File: src/verilog/servo_home_pkg.sv
// constants, object indices and field layouts of the homing and torque status block
// Functional notes
// - torque gap above range sets reached flag
// - torque gap below range clears reached flag
// - home equals machine zero plus offset
// - encoder index is home; stop there
// - motor runs only with control bits 0-3
// - bit4 rise starts, fall ends homing
// - halt bit stops motion per halt option; speed command goes to zero for every option, the option is only passed out
// - homing mode bit10 shows target reached
// - bit12 shows homing success when reached
// - bit13 flags timeout or excessive deviation
// - homing over duration raises timeout alarm
// - fast search uses first homing speed
// - slow approach uses second homing speed
// - method 1 uses negative limit switch
// - method 3 uses home switch
package servo_home_pkg;

  // ==========================================================
  // object dictionary indices and subindices
  localparam logic [15:0] IDX_DURATION = 16'h2001;
  localparam logic [7:0] SUB_DURATION = 8'h1E;
  localparam logic [15:0] IDX_TQ_RANGE = 16'h2002;
  localparam logic [7:0] SUB_TQ_RANGE = 8'h26;
  localparam logic [15:0] IDX_FAULT = 16'h603F;
  localparam logic [15:0] IDX_CTRL = 16'h6040;
  localparam logic [15:0] IDX_STAT = 16'h6041;
  localparam logic [15:0] IDX_HALT_OPT = 16'h605D;
  localparam logic [15:0] IDX_MODE_SEL = 16'h6060;
  localparam logic [15:0] IDX_MODE_SHOW = 16'h6061;
  localparam logic [15:0] IDX_POS_ACT = 16'h6062;
  localparam logic [15:0] IDX_POS_FB = 16'h6064;
  localparam logic [15:0] IDX_FOLLOW_LIM = 16'h6065;
  localparam logic [15:0] IDX_POS_THR = 16'h6067;
  localparam logic [15:0] IDX_POS_WIN = 16'h6068;
  localparam logic [15:0] IDX_SPEED_ACT = 16'h606C;
  localparam logic [15:0] IDX_TQ_TARGET = 16'h6071;
  localparam logic [15:0] IDX_TQ_ACT = 16'h6077;
  localparam logic [15:0] IDX_HOME_OFS = 16'h607C;
  localparam logic [15:0] IDX_METHOD = 16'h6098;
  localparam logic [15:0] IDX_SPEEDS = 16'h6099;
  localparam logic [7:0] SUB_FAST = 8'h01;
  localparam logic [7:0] SUB_SLOW = 8'h02;
  localparam logic [15:0] IDX_ACCEL = 16'h609A;
  localparam logic [15:0] IDX_FOLLOW_ERR = 16'h60F4;
  localparam logic [7:0] SUB_ZERO = 8'h00;

  // ==========================================================
  // reset values and the homing timeout fault code
  localparam logic [15:0] RST_DURATION = 16'h2710;
  localparam logic [15:0] RST_TQ_RANGE = 16'h0000;
  localparam logic [31:0] RST_POS_THR = 32'h0000_02DE;
  localparam logic [15:0] RST_FAST = 16'h01F4;
  localparam logic [15:0] RST_SLOW = 16'h00C8;
  localparam logic [31:0] RST_FOLLOW_LIM = 32'h0001_0000;
  localparam logic [15:0] FAULT_HOME_TIMEOUT = 16'h0035;

  // ==========================================================
  // control word and status word bit positions
  localparam int CW_HOME_START = 4;
  localparam int CW_HALT = 8;
  localparam logic [3:0] CW_RUN_MASK = 4'hF;
  localparam int SW_OP_ENABLED = 2;
  localparam int SW_REACHED = 10;
  localparam int SW_ATTAINED = 12;
  localparam int SW_HOME_ERR = 13;

  // ==========================================================
  // modes and homing methods
  localparam logic [7:0] MODE_HOMING = 8'h06;
  localparam logic [7:0] MODE_TORQUE = 8'h0A;
  localparam logic [15:0] METHOD_NEG_LIMIT = 16'h0001;
  localparam logic [15:0] METHOD_HOME_SW = 16'h0003;

  // ==========================================================
  // timing
  localparam int CLK_PERIOD_NS = 20;
  localparam int MS_PERIOD_NS = 1000000;
  localparam int MS_CYCLE_COUNT = MS_PERIOD_NS / CLK_PERIOD_NS;

  typedef enum logic [5:0] {
    HS_IDLE = 6'b000001,
    HS_FAST = 6'b000010,
    HS_SLOW = 6'b000100,
    HS_INDEX = 6'b001000,
    HS_DONE = 6'b010000,
    HS_FAIL = 6'b100000
  } home_state_type;

endpackage : servo_home_pkg

File: src/verilog/servo_home_status.sv
// homing sequencer, torque-reached flag and object dictionary of the servo drive
`timescale 1ns/10ps
module servo_home_status
  import servo_home_pkg::*;
#(
  parameter int MS_CYCLES = MS_CYCLE_COUNT
)
(
  input wire logic CLK,
  input wire logic RSTN,
  input wire logic OD_WRITE,
  input wire logic OD_READ,
  input wire logic [15:0] OD_INDEX,
  input wire logic [7:0] OD_SUBINDEX,
  input wire logic [31:0] OD_WDATA,
  output logic [31:0] OD_RDATA,
  output logic OD_ACK,
  output logic OD_ABORT,
  input wire logic [15:0] TORQUE_ACTUAL,
  input wire logic [31:0] POSITION_ACTUAL,
  input wire logic [31:0] SPEED_ACTUAL,
  input wire logic [31:0] FOLLOWING_ERROR,
  input wire logic ENCODER_INDEX,
  input wire logic NEGATIVE_TRAVEL_LIMIT_INPUT,
  input wire logic HOME_SWITCH_INPUT,
  output logic MOTOR_RUN,
  output logic [31:0] SPEED_COMMAND,
  output logic HALT_ACTIVE,
  output logic [15:0] HALT_OPTION,
  output logic TORQUE_REACHED,
  output logic HOME_SEARCH_TIMEOUT_ALARM,
  output logic POSITION_PRESET,
  output logic [31:0] POSITION_PRESET_VALUE,
  output logic [15:0] STATUS_WORD
);

  // ==========================================================
  // storage
  logic [15:0] duration_reg, tq_range_reg, fault_reg, ctrl_reg, halt_opt_reg, pos_win_reg;
  logic [15:0] tq_target_reg, method_reg, fast_reg, slow_reg, accel_reg;
  logic [15:0] ms_div_reg, ms_count_reg;
  logic [31:0] follow_lim_reg, pos_thr_reg, home_ofs_reg;
  logic [7:0] mode_reg;
  home_state_type state_reg, state_next;
  logic dir_neg_reg, dir_neg_next, attained_reg, home_err_reg, tq_reached_reg, start_prev_reg;
  logic [2:0] sync_reg, sync_mid_reg, pin_prev_reg;

  // ==========================================================
  // pin synchronisers: index, negative limit, home switch
  always_ff @(posedge CLK or negedge RSTN)
  begin
    if (!RSTN)
    begin
      sync_mid_reg <= 3'h0;
      sync_reg <= 3'h0;
      pin_prev_reg <= 3'h0;
    end
    else
    begin
      sync_mid_reg <= {HOME_SWITCH_INPUT, NEGATIVE_TRAVEL_LIMIT_INPUT, ENCODER_INDEX};
      sync_reg <= sync_mid_reg;
      pin_prev_reg <= sync_reg;
    end
  end

  wire [2:0] pin_rise = sync_reg & ~pin_prev_reg;
  wire [2:0] pin_fall = ~sync_reg & pin_prev_reg;
  wire index_rise = pin_rise[0];

  // ==========================================================
  // object decode
  wire sub0 = (OD_SUBINDEX == SUB_ZERO);
  wire hit_duration = (OD_INDEX == IDX_DURATION) && (OD_SUBINDEX == SUB_DURATION);
  wire hit_tq_range = (OD_INDEX == IDX_TQ_RANGE) && (OD_SUBINDEX == SUB_TQ_RANGE);
  wire hit_fault = (OD_INDEX == IDX_FAULT) && sub0;
  wire hit_ctrl = (OD_INDEX == IDX_CTRL) && sub0;
  wire hit_stat = (OD_INDEX == IDX_STAT) && sub0;
  wire hit_halt = (OD_INDEX == IDX_HALT_OPT) && sub0;
  wire hit_mode = (OD_INDEX == IDX_MODE_SEL) && sub0;
  wire hit_mshow = (OD_INDEX == IDX_MODE_SHOW) && sub0;
  wire hit_pos_act = (OD_INDEX == IDX_POS_ACT) && sub0;
  wire hit_pos_fb = (OD_INDEX == IDX_POS_FB) && sub0;
  wire hit_flim = (OD_INDEX == IDX_FOLLOW_LIM) && sub0;
  wire hit_pthr = (OD_INDEX == IDX_POS_THR) && sub0;
  wire hit_pwin = (OD_INDEX == IDX_POS_WIN) && sub0;
  wire hit_spd = (OD_INDEX == IDX_SPEED_ACT) && sub0;
  wire hit_tq_tgt = (OD_INDEX == IDX_TQ_TARGET) && sub0;
  wire hit_tq_act = (OD_INDEX == IDX_TQ_ACT) && sub0;
  wire hit_hofs = (OD_INDEX == IDX_HOME_OFS) && sub0;
  wire hit_method = (OD_INDEX == IDX_METHOD) && sub0;
  wire hit_fast = (OD_INDEX == IDX_SPEEDS) && (OD_SUBINDEX == SUB_FAST);
  wire hit_slow = (OD_INDEX == IDX_SPEEDS) && (OD_SUBINDEX == SUB_SLOW);
  wire hit_accel = (OD_INDEX == IDX_ACCEL) && sub0;
  wire hit_ferr = (OD_INDEX == IDX_FOLLOW_ERR) && sub0;

  wire hit_rw = hit_duration | hit_tq_range | hit_ctrl | hit_halt | hit_mode | hit_flim
    | hit_pthr | hit_pwin | hit_tq_tgt | hit_hofs | hit_method | hit_fast | hit_slow | hit_accel;
  wire hit_ro = hit_fault | hit_stat | hit_mshow | hit_pos_act | hit_pos_fb | hit_spd
    | hit_tq_act | hit_ferr;
  wire wr = OD_WRITE & hit_rw;

  // ==========================================================
  // homing conditions
  // all four enable bits
  wire enabled = (ctrl_reg[3:0] == CW_RUN_MASK);
  wire halt = ctrl_reg[CW_HALT];
  wire home_mode = (mode_reg == MODE_HOMING);
  wire start_bit = ctrl_reg[CW_HOME_START];
  // rise starts only when selected and enabled
  wire start_req = start_bit & ~start_prev_reg & ~halt & home_mode & enabled;
  // falling start bit ends the run
  wire end_req = ~start_bit & start_prev_reg;
  wire searching = (state_reg == HS_FAST) | (state_reg == HS_SLOW) | (state_reg == HS_INDEX);
  wire method_ok = (method_reg == METHOD_NEG_LIMIT) | (method_reg == METHOD_HOME_SW);
  // method 1 watches the negative limit, method 3 the home switch
  wire use_limit = (method_reg == METHOD_NEG_LIMIT);
  wire decel_level = use_limit ? sync_reg[1] : sync_reg[2];
  wire decel_rise = use_limit ? pin_rise[1] : pin_rise[2];
  wire decel_fall = use_limit ? pin_fall[1] : pin_fall[2];

  // ==========================================================
  // homing duration timer, milliseconds
  wire ms_tick = (ms_div_reg == 16'(MS_CYCLES - 1));
  wire timed_out = searching & (ms_count_reg >= duration_reg);
  wire [31:0] ferr_abs = FOLLOWING_ERROR[31] ? (32'h0 - FOLLOWING_ERROR) : FOLLOWING_ERROR;
  wire deviation = searching & (ferr_abs > follow_lim_reg);
  // timeout or deviation is a homing error
  wire home_fail = timed_out | deviation;

  always_ff @(posedge CLK or negedge RSTN)
  begin
    if (!RSTN)
    begin
      ms_div_reg <= 16'h0;
      ms_count_reg <= 16'h0;
    end
    else if (start_req || !searching)
    begin
      ms_div_reg <= 16'h0;
      ms_count_reg <= 16'h0;
    end
    else if (!halt)
    begin
      ms_div_reg <= ms_tick ? 16'h0 : ms_div_reg + 16'h1;
      if (ms_tick && ms_count_reg != 16'hFFFF)
        ms_count_reg <= ms_count_reg + 16'h1;
    end
  end

  // ==========================================================
  // homing sequencer
  always_comb
  begin
    state_next = state_reg;
    dir_neg_next = dir_neg_reg;
    case (state_reg)
      HS_IDLE, HS_DONE, HS_FAIL:
      begin
        if (start_req && method_ok)
        begin
          // switch already active goes straight to slow positive
          if (decel_level)
          begin
            state_next = HS_SLOW;
            dir_neg_next = 1'b0;
          end
          else
          begin
            state_next = HS_FAST;
            dir_neg_next = use_limit;
          end
        end
      end
      HS_FAST:
      begin
        // rising edge reverses at slow speed
        if (decel_rise)
        begin
          state_next = HS_SLOW;
          dir_neg_next = ~dir_neg_reg;
        end
      end
      HS_SLOW:
        if (decel_fall)
          state_next = HS_INDEX;
      HS_INDEX:
        if (index_rise)
          state_next = HS_DONE;
      default:
        state_next = HS_IDLE;
    endcase
    // halted motion resumes where it stopped
    if (searching && home_fail)
      state_next = HS_FAIL;
    else if (searching && (end_req || !enabled || !home_mode))
      state_next = HS_IDLE;
    else if (searching && halt)
      state_next = state_reg;
  end

  always_ff @(posedge CLK or negedge RSTN)
  begin
    if (!RSTN)
    begin
      state_reg <= HS_IDLE;
      dir_neg_reg <= 1'b0;
      start_prev_reg <= 1'b0;
      attained_reg <= 1'b0;
      home_err_reg <= 1'b0;
    end
    else
    begin
      state_reg <= state_next;
      dir_neg_reg <= dir_neg_next;
      start_prev_reg <= start_bit;
      // new run clears, home point sets
      if (start_req)
        attained_reg <= 1'b0;
      else if (state_next == HS_DONE && state_reg == HS_INDEX)
        attained_reg <= 1'b1;
      if (start_req)
        home_err_reg <= 1'b0;
      else if (state_next == HS_FAIL && searching)
        home_err_reg <= 1'b1;
    end
  end

  // ==========================================================
  // torque reached: equal gap holds the previous verdict
  wire [16:0] tq_diff = {TORQUE_ACTUAL[15], TORQUE_ACTUAL} - {tq_target_reg[15], tq_target_reg};
  wire [16:0] tq_gap = tq_diff[16] ? (17'h0 - tq_diff) : tq_diff;
  wire torque_mode = (mode_reg == MODE_TORQUE);
  always_ff @(posedge CLK or negedge RSTN)
  begin
    if (!RSTN)
      tq_reached_reg <= 1'b0;
    else if (!torque_mode)
      tq_reached_reg <= 1'b0;
    else if (tq_gap > {1'b0, tq_range_reg})
      tq_reached_reg <= 1'b1;
    else if (tq_gap < {1'b0, tq_range_reg})
      tq_reached_reg <= 1'b0;
  end

  // ==========================================================
  // status word
  // stopped homing run means target reached
  wire reached_bit = torque_mode ? tq_reached_reg : (home_mode & ~searching);
  // success bit only meaningful once reached
  wire attained_bit = home_mode & enabled & reached_bit & attained_reg;
  wire [15:0] status_next = {2'b00, home_err_reg, attained_bit, 1'b0, reached_bit, 7'h00,
    enabled, 2'b00};
  wire [15:0] speed_mag = (state_reg == HS_FAST) ? fast_reg : slow_reg;
  wire moving = searching & enabled & ~halt;
  wire [31:0] speed_next = !moving ? 32'h0 :
    (dir_neg_reg ? (32'h0 - {16'h0, speed_mag}) : {16'h0, speed_mag});

  // ==========================================================
  // object read mux
  wire [31:0] rd_mux =
    hit_duration ? {16'h0, duration_reg} :
    hit_tq_range ? {16'h0, tq_range_reg} :
    hit_fault ? {16'h0, fault_reg} :
    hit_ctrl ? {16'h0, ctrl_reg} :
    hit_stat ? {16'h0, status_next} :
    hit_halt ? {16'h0, halt_opt_reg} :
    (hit_mode | hit_mshow) ? {24'h0, mode_reg} :
    (hit_pos_act | hit_pos_fb) ? POSITION_ACTUAL :
    hit_flim ? follow_lim_reg :
    hit_pthr ? pos_thr_reg :
    hit_pwin ? {16'h0, pos_win_reg} :
    hit_spd ? SPEED_ACTUAL :
    hit_tq_tgt ? {16'h0, tq_target_reg} :
    hit_tq_act ? {16'h0, TORQUE_ACTUAL} :
    hit_hofs ? home_ofs_reg :
    hit_method ? {16'h0, method_reg} :
    hit_fast ? {16'h0, fast_reg} :
    hit_slow ? {16'h0, slow_reg} :
    hit_accel ? {16'h0, accel_reg} :
    hit_ferr ? FOLLOWING_ERROR : 32'h0;

  // ==========================================================
  // object storage and registered outputs
  always_ff @(posedge CLK or negedge RSTN)
  begin
    if (!RSTN)
    begin
      duration_reg <= RST_DURATION;
      tq_range_reg <= RST_TQ_RANGE;
      fault_reg <= 16'h0;
      ctrl_reg <= 16'h0;
      halt_opt_reg <= 16'h0;
      mode_reg <= 8'h0;
      follow_lim_reg <= RST_FOLLOW_LIM;
      pos_thr_reg <= RST_POS_THR;
      pos_win_reg <= 16'h0;
      tq_target_reg <= 16'h0;
      home_ofs_reg <= 32'h0;
      method_reg <= 16'h0;
      fast_reg <= RST_FAST;
      slow_reg <= RST_SLOW;
      accel_reg <= 16'h0;
      OD_RDATA <= 32'h0;
      OD_ACK <= 1'b0;
      OD_ABORT <= 1'b0;
      MOTOR_RUN <= 1'b0;
      SPEED_COMMAND <= 32'h0;
      HALT_ACTIVE <= 1'b0;
      HALT_OPTION <= 16'h0;
      TORQUE_REACHED <= 1'b0;
      HOME_SEARCH_TIMEOUT_ALARM <= 1'b0;
      POSITION_PRESET <= 1'b0;
      POSITION_PRESET_VALUE <= 32'h0;
      STATUS_WORD <= 16'h0;
    end
    else
    begin
      if (wr && hit_duration) duration_reg <= OD_WDATA[15:0];
      if (wr && hit_tq_range) tq_range_reg <= OD_WDATA[15:0];
      if (wr && hit_ctrl) ctrl_reg <= OD_WDATA[15:0];
      if (wr && hit_halt) halt_opt_reg <= OD_WDATA[15:0];
      if (wr && hit_mode) mode_reg <= OD_WDATA[7:0];
      if (wr && hit_flim) follow_lim_reg <= OD_WDATA;
      if (wr && hit_pthr) pos_thr_reg <= OD_WDATA;
      if (wr && hit_pwin) pos_win_reg <= OD_WDATA[15:0];
      if (wr && hit_tq_tgt) tq_target_reg <= OD_WDATA[15:0];
      if (wr && hit_hofs) home_ofs_reg <= OD_WDATA;
      if (wr && hit_method) method_reg <= OD_WDATA[15:0];
      if (wr && hit_fast) fast_reg <= OD_WDATA[15:0];
      if (wr && hit_slow) slow_reg <= OD_WDATA[15:0];
      if (wr && hit_accel) accel_reg <= OD_WDATA[15:0];
      // timeout code stays until the next start
      if (timed_out)
      begin
        fault_reg <= FAULT_HOME_TIMEOUT;
        HOME_SEARCH_TIMEOUT_ALARM <= 1'b1;
      end
      else if (start_req)
      begin
        fault_reg <= 16'h0;
        HOME_SEARCH_TIMEOUT_ALARM <= 1'b0;
      end
      OD_RDATA <= OD_READ ? rd_mux : OD_RDATA;
      OD_ACK <= (OD_READ & (hit_rw | hit_ro)) | wr;
      // writes to read-only or unknown objects are refused
      OD_ABORT <= (OD_READ & ~(hit_rw | hit_ro)) | (OD_WRITE & ~hit_rw);
      MOTOR_RUN <= enabled;
      SPEED_COMMAND <= speed_next;
      // halt style passed to the motion stage
      HALT_ACTIVE <= halt & enabled;
      HALT_OPTION <= halt_opt_reg;
      TORQUE_REACHED <= tq_reached_reg;
      // position at home becomes zero plus offset
      POSITION_PRESET <= (state_reg == HS_INDEX) && (state_next == HS_DONE);
      POSITION_PRESET_VALUE <= home_ofs_reg;
      STATUS_WORD <= status_next;
    end
  end
endmodule : servo_home_status
File: config.mk
export PLATFORM = sky130hd
export DESIGN_NAME = servo_home_status
export DESIGN_NICKNAME = d
export VERILOG_FILES = /design/src/verilog/servo_home_pkg.sv /design/src/verilog/servo_home_status.sv
export SDC_FILE = /design/constraint.sdc
export NUM_CORES = 1
export LEC_CHECK = 0
export BUFFER_PORTS_ARGS = -buffer_cell sky130_fd_sc_hd__buf_2
export CAP_MARGIN = 20
export CELL_PAD_IN_SITES_DETAIL_PLACEMENT = 1
export CELL_PAD_IN_SITES_GLOBAL_PLACEMENT = 2
export CORE_MARGIN = 2
export CORE_UTILIZATION = 38
export CTS_CLUSTER_SIZE = 24
export DETAILED_ROUTE_END_ITERATION = 12
export GPL_ROUTABILITY_DRIVEN = 0
export PLACE_DENSITY_LB_ADDON = 0.1
export SETUP_SLACK_MARGIN = 0.5
export SKIP_LAST_GASP = 1
export SLEW_MARGIN = 0
export SYNTH_ARGS = -nofsm -noshare
export SYNTH_HDL_FRONTEND = slang
export SYNTH_SLANG_ARGS = --single-unit
File: constraint.sdc
create_clock -name CLK -period 5.68 [get_ports CLK]
set_clock_uncertainty 0.05 [all_clocks]
set_input_delay 1.136 -clock CLK [delete_from_list [all_inputs] [get_ports CLK]]
set_output_delay 1.136 -clock CLK [all_outputs]
set_load 0.05 [all_outputs]
Yosys cells after proc, flatten, opt, wreduce, memory -nomap -nowiden:

Cells that the tools add are included.

* bits in registers: 455
* input port bits: 175
* word-level logic and storage cells: 267

* add/sub/neg operators: 6
* order comparisons: 4
* eq/ne operators: 44
* mux-type cells: 59
* bitwise gates (word level): 58
* reduce and logical (&&, ||, !) cells: 58

Operator list (number)
* $mux W32: 23
* $eq A16 B15 Y1 const B: 19
* $mux W16: 9
* $logic_and A1 B1 Y1: 43
* $mux W6: 7
* $add A16 B1 Y16 const B: 2
* $eq A16 B14 Y1 const B: 2
* $gt A32 B32 Y1: 1
* $sub A1 B32 Y32 const A: 1
* $or A1 B1 Y1: 29
* $pmux W6 S4: 1
* $and A1 B1 Y1: 18
* $gt A17 B16 Y1: 1
* $lt A17 B16 Y1: 1
* $mux W17: 1
* $sub A1 B16 Y17 const A: 1
* $sub A1 B17 Y17 const A: 1
* $sub A16 B16 Y17: 1
* $eq A16 B1 Y1 const B: 1
* $eq A16 B16 Y1 const B: 1
* $eq A16 B2 Y1 const B: 1
* $ge A16 B16 Y1: 1
* $mux W1: 16
* $ne A16 B16 Y1 const B: 1
* other kinds (28): 47

Depth between registers and ports, before layout:

Gate-level depths: netlist of run 1.

* depth after elaboration: 22
* mapped depth: 21

Least setup slack after synthesis of run 1:

Ideal clock, no wire load.

* path type: input to register
* start: input FOLLOWING_ERROR[16]
* end: register home_err_reg
* setup time: 124 ps
* arrival: 5277 ps
* data required time: 5506 ps
* path slack: 229 ps
* stages: 16
* cell sequence: or4_1 or4_1 or3_1 or3_1 nand2b_1 o31ai_1 xnor2_1 ha_1 nand4_1 nor4_1 nand2_1 o41ai_1 nor2_1 o21ai_0 nand3_1 o31a_1

* word-level cells in the longest chain between the ends: 10

RTL lines
* start: declaration: RTL line servo_home_status.sv:22 `input wire logic [31:0] FOLLOWING_ERROR,`
* $sub A1 B32 Y32: RTL line servo_home_status.sv:125 `wire [31:0] ferr_abs = FOLLOWING_ERROR[31] ? (32'h0 - FOLLOWING_ERROR) : FOLLOWING_ERROR;`
* $mux W32 *: RTL line servo_home_status.sv:125
* $gt A32 B32 Y1 *: RTL line servo_home_status.sv:126 `wire deviation = searching & (ferr_abs > follow_lim_reg);`
* $and A1 B1 Y1 *: RTL line servo_home_status.sv:126
* $or A1 B1 Y1 *: RTL line servo_home_status.sv:128 `wire home_fail = timed_out | deviation;`
* $logic_and A1 B1 Y1 *: RTL line servo_home_status.sv:193 `if (searching && home_fail)`
* $mux W6 *: RTL line servo_home_status.sv:193
* $eq A6 B6 Y1 *: RTL line servo_home_status.sv:223 `else if (state_next == HS_FAIL && searching)`
* $logic_and A1 B1 Y1 *: RTL line servo_home_status.sv:223
* $reduce_bool A2 Y1 (no line) *
* end signal: assignment: RTL line servo_home_status.sv:209 `home_err_reg <= 1'b0;`
* end signal: assignment: RTL line servo_home_status.sv:222 `home_err_reg <= 1'b0;`
* end signal: assignment: RTL line servo_home_status.sv:224 `home_err_reg <= 1'b1;`
* end: declaration: RTL line servo_home_status.sv:45 `logic dir_neg_reg, dir_neg_next, attained_reg, home_err_reg, tq_reached_reg, start_prev_reg;`

Mark *: on every way between the ends. The rest lies on a longest branch, timed or not.
A chain may end at the register's enable or synchronous reset.

Worst setup path after layout of run 1:

Ends and elaborated chain as after synthesis.

==> results of run 1 <==
[area by class of cell]
type / count / share of cell area [%]
multi-input combinational: 1618 / 43.8
sequential: 423 / 37.7
timing repair buffer: 363 / 7.21
clock buffer: 75 / 5.32
tap: 837 / 3.72
inverter: 105 / 1.40
clock inverter: 23 / 0.778
antenna: 4 / 0.0355
[per-stage QoR]
step                      cell area, sq um  utilization, %  hold WS (ns)  setup slack (ns)  cells
final                                28200            45.5         0.301             0.699   3448
after global routing                 28100            45.5         0.317             0.518   3444
after CTS                            28100            45.4         0.304             0.507   3444
after detailed placement             26300            42.6         0.291            -0.128   3346
after global placement               26300            42.6         0.294            0.0525   3346
after floorplan                      23900               -         0.281             0.527   2288
[worst paths after layout]
check,slack (ns),startpoint,to,cells past startpoint
worst min-delay path,0.30,sync_mid_reg[1]$_DFF_PN0_,sync_reg[1]$_DFF_PN0_,0
worst max-delay path,0.70,FOLLOWING_ERROR[16],home_err_reg$_DFFE_PN0P_,18
min in group asynchronous,0.48,RSTN,SPEED_COMMAND[30]$_DFF_PN0_,1
worst min register to register,0.30,sync_mid_reg[1]$_DFF_PN0_,sync_reg[1]$_DFF_PN0_,0
max in group asynchronous,3.79,RSTN,OD_RDATA[19]$_DFFE_PN0P_,2
worst max register to register,1.08,tq_target_reg[0]$_DFFE_PN0P_,tq_reached_reg$_DFFE_PN0P_,16
[cell families after synthesis]
group | count (synthesis) | share of synthesized area (%)
XOR/XNOR | 84 | 3.09
other | 1 | 0.0157
flip-flops | 423 | 44.5
adder cells (fa/ha/maj) | 86 | 4.55
buffers and inverters | 247 | 4.56
AND/OR/NAND/NOR | 625 | 13.8
AO/OA/AOI/OAI | 542 | 15.7
multiplexers | 269 | 13.7
[metal layers]
| layer | routed length (um) | part of all wire, % | global-route usage [%] | vias up |
|---|---|---|---|---|
| met4 | 3470 | 3.5 | 10.2 | 0 |
| met5 | 0 | 0 | 0 | - |
| met1 | 44600 | 45 | 43.4 | 10751 |
| met2 | 45400 | 46 | 48.5 | 762 |
| li1 | - | - | - | 8982 |
| met3 | 6150 | 6.2 | 4.16 | 169 |
[cell usage after synthesis (14+ instances only)]
library cell  instances
dfrtp_1             400
mux2_2              174
nand2_1             169
o21ai_0             126
nor2_1              123
inv_1               105
clkbuf_1            101
a21oi_1              92
ha_1                 85
mux2_4               70
a21o_1               57
xnor2_1              53
nor3_1               47
nand3_1              46
nor4_1               40
a222oi_1             39
nand4_1              39
xor2_1               31
buf_4                28
a22oi_1              25
dfstp_2              23
nor2b_1              23
or3_1                22
a221oi_1             21
mux2i_1              20
o22ai_1              20
o21a_1               18
o31ai_1              17
and3_1               15
a211oi_1             14
a31oi_1              14
or4_1                14
[where the power goes]
group | internal (mW) | switching (mW) | leakage, nW
clock | 1.97 | 1.41 | 0.841
combinational | 0.188 | 0.421 | 7.19
sequential | 3.02 | 0.00857 | 5.70
total | 5.19 | 1.84 | 13.7
[cell usage in the layout, fill, tap and decap left out, types with 15 or more instances in the layout]
master,instances
nor2_1,123
mux2i_1,20
nand3_1,46
a22oi_1,25
mux2_2,174
xor2_1,31
buf_2,296
a221oi_1,21
xnor2_1,53
dfrtp_1,400
o21ai_0,126
nor3_1,42
clkbuf_16,53
ha_1,85
a21o_1,57
nor2b_1,23
and3_1,15
buf_4,63
dfstp_2,23
nor4_1,32
a21oi_1,92
or3_1,20
o22ai_1,20
o31ai_1,16
inv_1,105
mux2_4,70
nand4_1,39
nand2_1,168
a222oi_1,39
o21a_1,18
[worst reg2reg max path, cell delays in order, from the launching register on]
cell and delay (ns):
dfrtp_1 0.49, ha_1 0.27, fa_1 0.40, nor2b_1 0.16
o31a_1 0.22, o22ai_1 0.12, xor2_1 0.33, nand3_1 0.18
or3b_2 0.52, o31ai_1 0.31, xnor2_1 0.18, ha_1 0.28
a2111oi_0 0.38, o21ai_0 0.15, a21oi_1 0.15, a31oi_1 0.10
a41o_1 0.21
[repair_timing]
action / in CTS / in global routing
endpoints found under the setup margin: 2 / 8
pin swaps: 1 / 2
hold endpoints to repair: 0 / 0
gates resized for setup: 6 / 8
hold buffers: 0 / 0
==> flow_results.org, run 1 <==
** Logic synthesis
- Post-synthesis instance area :: 23800 sq um
- Number of enable-type register cells in the synthesized netlist :: 0
- The number of different library cells used by synthesis comes to 90.
- The largest total area in the synthesized netlist belongs to dfrtp_1.
- Proportion of register bits with asynchronous set or reset after synthesis :: 100%
- For this run, the number of Yosys warnings is 0.
- The most used flip-flop cell after synthesis is dfrtp_1.
- Synthesis produced 2277 cells.
- The average instance in the mapped netlist occupies 10.5 sq um.
- Counting flops and latches in the post-synthesis netlist gives 423.
- The synthesized design devotes to its leading area cell type 42.0% of total area.
- Summing the sequential cell areas from Yosys gives 44.5% of the chip area.
- By area the synthesized netlist is led by dfrtp_1 (42%), mux2_2 (8.2%), ha_1 (4.5%).

** Run status
- The flow ran to the end, and the final reports show no timing, DRC or antenna violations.

** Worst setup path
- Among cell families on the critical path, the largest total delay comes from simple AND/OR/NAND/NOR gates.
- CP Capture Type :: flip-flop
- Bufs and invs on worst path :: 2
- Series of cell instances along the critical path :: buf_2 > or4_4 > or4_4 > or3_4 > or3_4 > nand2b_4 > o31ai_4 > xnor2_1 > ha_1 > nand4_1 > nor4_2 > nand2_1 > o41ai_4 > nor2_1 > o21ai_0 > nand3_1 > buf_4 > o31a_1
- For the worst setup path, the data arrival time is 5.42 ns.
- The critical path is of the primary input to flip-flop type.
- On the critical path, the stage with the largest delay is an instance of or4_4.
- In this design, the stage delay of the slowest critical-path cell is 0.55 ns.
- In this run the worst path has a maximum fanout of 7.
- STA classifies the critical path startpoint as a primary input.
- For the worst setup path, the data required time is 6.12 ns.

** Clock tree
- The clock passes through at most 3 buffers.
- For the worst-skew pair, the clock arrives at the later sink with an insertion delay of 0.62 ns.
- Buffers inserted during clock tree synthesis total 52.
- Clock sink total :: 423
- In this run the post-CTS setup repair buffer count came out at 0.
- Root Buffer :: clkbuf_16
- TritonCTS built the clock tree.
- The H-tree was split into 2 levels.
- Clock-pin slew of the registers on the worst-case setup and hold paths :: 0.06 ns

** STA
- Setup TNS :: 0 ns
- Setup repair after global routing missed its margin :: no
- Final-report max-slew violation count :: 0
- Worst-case headroom to the max-slew limit :: 26.8%
- Post-layout minimum cycle time :: 4.98 ns
- Final count of hold timing violations :: 0
- Slew at the pin with the worst max-slew slack :: 1.10 ns
- Setup-violating endpoint count in the final report :: 0
- For this run, the top clock speed supported by timing is 201 MHz.
- The final critical path takes up 87.7% of the cycle.

** Global routing
- For this run the aggregate overflow at the end of global routing stands at 0.
- The first global-routing pass estimated 146 mm of wire.
- Largest net degree at the start of global routing :: 140
- The number of antenna violations at the first check in global routing is 3.
- Total global-route track usage :: 30.7%
- Vias in the first global route :: 21466

** Power and ir drop
- Leakage power figure :: 13.7 nW
- Worst ir drop on vdd :: 185 uV
- Power per unit of standard cell area :: 250 nW/um^2
- Overall power after layout :: 7.03 mW

** Drt
- For this block, the via count after detailed routing is 20664.
- Remaining DRCs :: 0
- Dividing the detail-routed wire length by the instance count gives 28.9 um.
- The pre-antenna-repair detailed-routing pass consisted of 5 iterations.
- For this block, the initial DRC count from the detailed router was 1701.
- Number of nets still failing antenna checks after routing :: 0
- WL final :: 99.6 mm
- After detailed routing, the number of vias per cell comes to 5.99.

** Cells and area
- Final net count :: 2824
- Share of cells above drive strength 1 :: 29.7%
- The multi-input combinational cells in the finished layout cover a total of 12300 sq um.
- From synthesis to final layout, the design area changed by 18.2%.
- The sequential cells in the finished layout cover a total of 10600 sq um.
- Count of filler cells inserted in the layout :: 6881

** Floorplanning
- Die outline area :: 64700 sq um
- Area of the placeable core :: 61800 sq um
- Die height :: 254 um
- Number of core rows :: 91
- Die width :: 254 um
- 310 I/O pins were placed.
- Once the floorplan was initialized, standard cells occupied 38.5% of the core.

** Hold path
- The min-delay analysis places its worst path in the category flip-flop to flip-flop.

** Job
- Maximum Capacitance Violations :: 0

** Placement
- Number of port buffers :: 297
- Detailed placement finished with a half-perimeter wire length of 74.3 mm.
Power figures use the tool's default switching activity.
==> inputs of run 2 (changes only) <==
--- a/config.mk
+++ b/config.mk
@@ -15,6 +15,7 @@
 export DETAILED_ROUTE_END_ITERATION = 12
 export GPL_ROUTABILITY_DRIVEN = 0
 export PLACE_DENSITY_LB_ADDON = 0.1
+export RECOVER_POWER = 25
 export SETUP_SLACK_MARGIN = 0.5
 export SKIP_LAST_GASP = 1
 export SLEW_MARGIN = 0
==> flow_results.org, run 2 (same netlist as run 1, synthesis figures left out) <==
** Global routing
- For this run the aggregate overflow at the end of global routing stands at 0.
- Initial antenna violation count :: 3
- The number of global-route vias before repair came to 21466.
- Global-route wire length before repair :: 146 mm
- Total global-route track usage :: 30.7%
- Largest net degree at the start of global routing :: 140

** Cells and area
- Share of cells above drive strength 1 :: 29.7%
- Most frequent standard cell in the layout excluding fill and tap cells :: dfrtp_1
- Cells fill 45.5% of the core in the end.
- At the end of the flow, the number of nets in the layout was 2824.
- The library cells used most frequently in the layout, excluding fill and tap cells, are dfrtp_1 (400), buf_2 (296), mux2_2 (174), nand2_1 (168), o21ai_0 (126).
- The area growth from synthesis to layout is 18.0%.
- The count of cells in the finished layout, fillers not included, comes to 3447.
- Design Area, Final :: 28100 sq um

** Placement
- Final HPWL from detailed placement :: 74.3 mm
- Cell area after placement :: 26300 sq um
- DP Worst Slack :: -0.128 ns
- Port buffering added 297 buffers.
- Counting tap cells, the placed design contains a total of 3346 instances.

** STA
- For the pin with the worst max-slew slack, the measured transition is 2.48 ns.
- The number of hold-slack violations in the final timing report was 0.
- Maximum achievable frequency :: 201 MHz
- Final critical-path setup slack :: 0.697 ns
- Setup violations remaining at the end of the flow were counted as 0.
- Headroom to the max-slew limit came out at -65.4%.
- The max-slew violation total from the final report was 180.
- Post-layout minimum cycle time :: 4.98 ns
- Final worst-path cycle share :: 87.7%
- Setup repair after global routing left no endpoint under its margin.

** Power and ir drop
- The clock network accounts for 48.2% of the total power.
- The analysis attributes to net switching a power of 1.85 mW.
- The share of total power dissipated in combinational logic is 8.6%.
- Of the total power, registers draw 43.1%.
- The analysis attributes to cell leakage a power of 13.7 nW.
- IR analysis of the VDD net gives a maximum drop of 185 uV.
- Design internal power :: 5.18 mW
- Switching fraction of total power :: 26.3%
- Power per unit of standard cell area :: 250 nW/um^2
- Overall power after layout :: 7.03 mW

** Worst setup path
- The worst register-to-register path begins at tq_target_reg[0]$_DFFE_PN0P_.
- In this run the worst path has a maximum fanout of 7.
- Worst setup path start :: FOLLOWING_ERROR[16]
- STA classifies the critical path startpoint as a primary input.
- Data on the critical path arrives at its endpoint at 5.42 ns.
- Required time of the critical path :: 6.12 ns
- The worst setup path is captured at a flip-flop.
- In this run the critical register-to-register path is captured at tq_reached_reg$_DFFE_PN0P_.
- The critical path in this run is classified as primary input to flip-flop.
- Worst setup path end :: home_err_reg$_DFFE_PN0P_
- R2r worst-path depth :: 16
- R2r setup slk :: 1.07 ns

** Drt
- Count of TritonRoute iterations in the first routing pass :: 9
- Number of nets still failing antenna checks after routing :: 0
- In the final routed layout, each cell accounts on average for 28.9 um.
- Remaining DRCs :: 0
- Summed over all layers, the routed wires come to 99.7 mm.
- Detailed routing inserted a total of 20610 vias.
- After detailed routing, the number of vias per cell comes to 5.98.
- In this run, the number of DRC markers left after iteration 0 of detailed routing was 1697.

** Clock tree
- Clock tree synthesis selected as its root buffer the cell clkbuf_16.
- Clock-pin slew of the registers on the worst-case setup and hold paths :: 0.06 ns
- Number of post-CTS setup repair buffers :: 0
- In this run, post-CTS hold repair placed 0 buffers.
- Insertion delay to the later sink of the worst-skew pair :: 0.62 ns
- For this design, the sink count on the clock tree is 423.
- Number of buffers created by CTS :: 52
- CTS max path bufs :: 3
- CTS tree :: yes
- CTS built an H-tree with a depth of 2.

** Hold path
- Worst min-delay path category :: flip-flop to flip-flop

** Floorplanning
- Measured along the x axis, the die boundary spans 254 um.
- Initial cell density of the core :: 38.5%
- For this design the top-level I/O count stands at 310.
- The floorplan has 91 rows.
- The total area inside the core boundary comes to 61800 sq um.
- From bottom edge to top edge, the die measures 254 um.
- Die outline area :: 64700 sq um

** Run status
- Result of the run :: finished with violations
- The final reports fail on max-capacitance violations, max-slew violations.

** Job
- The tool flagged a number of max-cap violations equal to 2.
[run 2: cell types whose count changed in the layout (fill, tap and decap cells not counted)]
| cell | change |
|---|---|
| clkbuf_2 | +2 |
| buf_8 | -1 |
| diode_2 | -1 |
| buf_12 | -1 |
[run 2: timing repair]
| action | in CTS | in global routing |
|---|---|---|
| pin swaps | 1 | 2 |
| setup endpoints to repair | 2 | 8 |
| gates cloned | 0 | 0 |
| endpoints found under the hold margin | 0 | 0 |
| gates resized for setup | 6 | 8 |
[run 2: worst max-delay path, cell delays in order]
cell	delay (ns)
buf_2	0.12
or4_4	0.55
or4_4	0.43
or3_4	0.37
or3_4	0.39
nand2b_4	0.19
o31ai_4	0.21
xnor2_1	0.09
ha_1	0.30
nand4_1	0.11
nor4_2	0.29
nand2_1	0.14
o41ai_4	0.31
nor2_1	0.08
o21ai_0	0.12
nand3_1	0.15
buf_4	0.20
o31a_1	0.24
[run 2: cell type report]
class,instances,area (sq um)
inverter,105,394
clock buffer,75,1500
multi-input combinational,1618,12300
antenna,3,7.51
timing repair buffer,363,2000
clock inverter,23,219
tap,837,1050
fill,6883,33700
sequential,423,10600
[run 2: metrics by stage]
| stage | TNS, ns | hold slack, ns |
|---|---|---|
| 6_report | 0 | 0.301 |
| 5_1_grt | 0 | 0.317 |
| 3_3_place_gp | 0 | 0.294 |
| 3_5_place_dp | -0.714 | 0.291 |
| 4_1_cts | 0 | 0.304 |
| 2_1_floorplan | 0 | 0.281 |
[run 2: how the worst min path moves through the flow]
stage	from	endpoint	slack (ns)	depth (start not counted)
final	sync_mid_reg[1]$_DFF_PN0_	sync_reg[1]$_DFF_PN0_	0.30	0
after global routing	sync_mid_reg[1]$_DFF_PN0_	sync_reg[1]$_DFF_PN0_	0.32	0
after CTS	sync_mid_reg[1]$_DFF_PN0_	sync_reg[1]$_DFF_PN0_	0.30	0
after detailed placement	sync_mid_reg[1]$_DFF_PN0_	sync_reg[1]$_DFF_PN0_	0.29	0
after global placement	sync_mid_reg[1]$_DFF_PN0_	sync_reg[1]$_DFF_PN0_	0.29	0
after floorplan	sync_mid_reg[0]$_DFF_PN0_	sync_reg[0]$_DFF_PN0_	0.28	0
[run 2: metal layers]
layer  share of wire (%)  GRT usage (%)
met1                  45           43.4
met2                  46           48.5
met3                 6.4           4.16
met4                 3.4           10.2
met5                   0              0
[run 2: power groups by stage]
stage          clock, mW  sequential, mW  combinational [mW]
2_1_floorplan          0            3.11               0.274
3_3_place_gp           0            3.09               0.588
3_5_place_dp           0            3.09               0.602
4_1_cts             3.46            3.03               0.606
5_1_grt             3.58            3.03               0.659
6_report            3.39            3.03               0.608
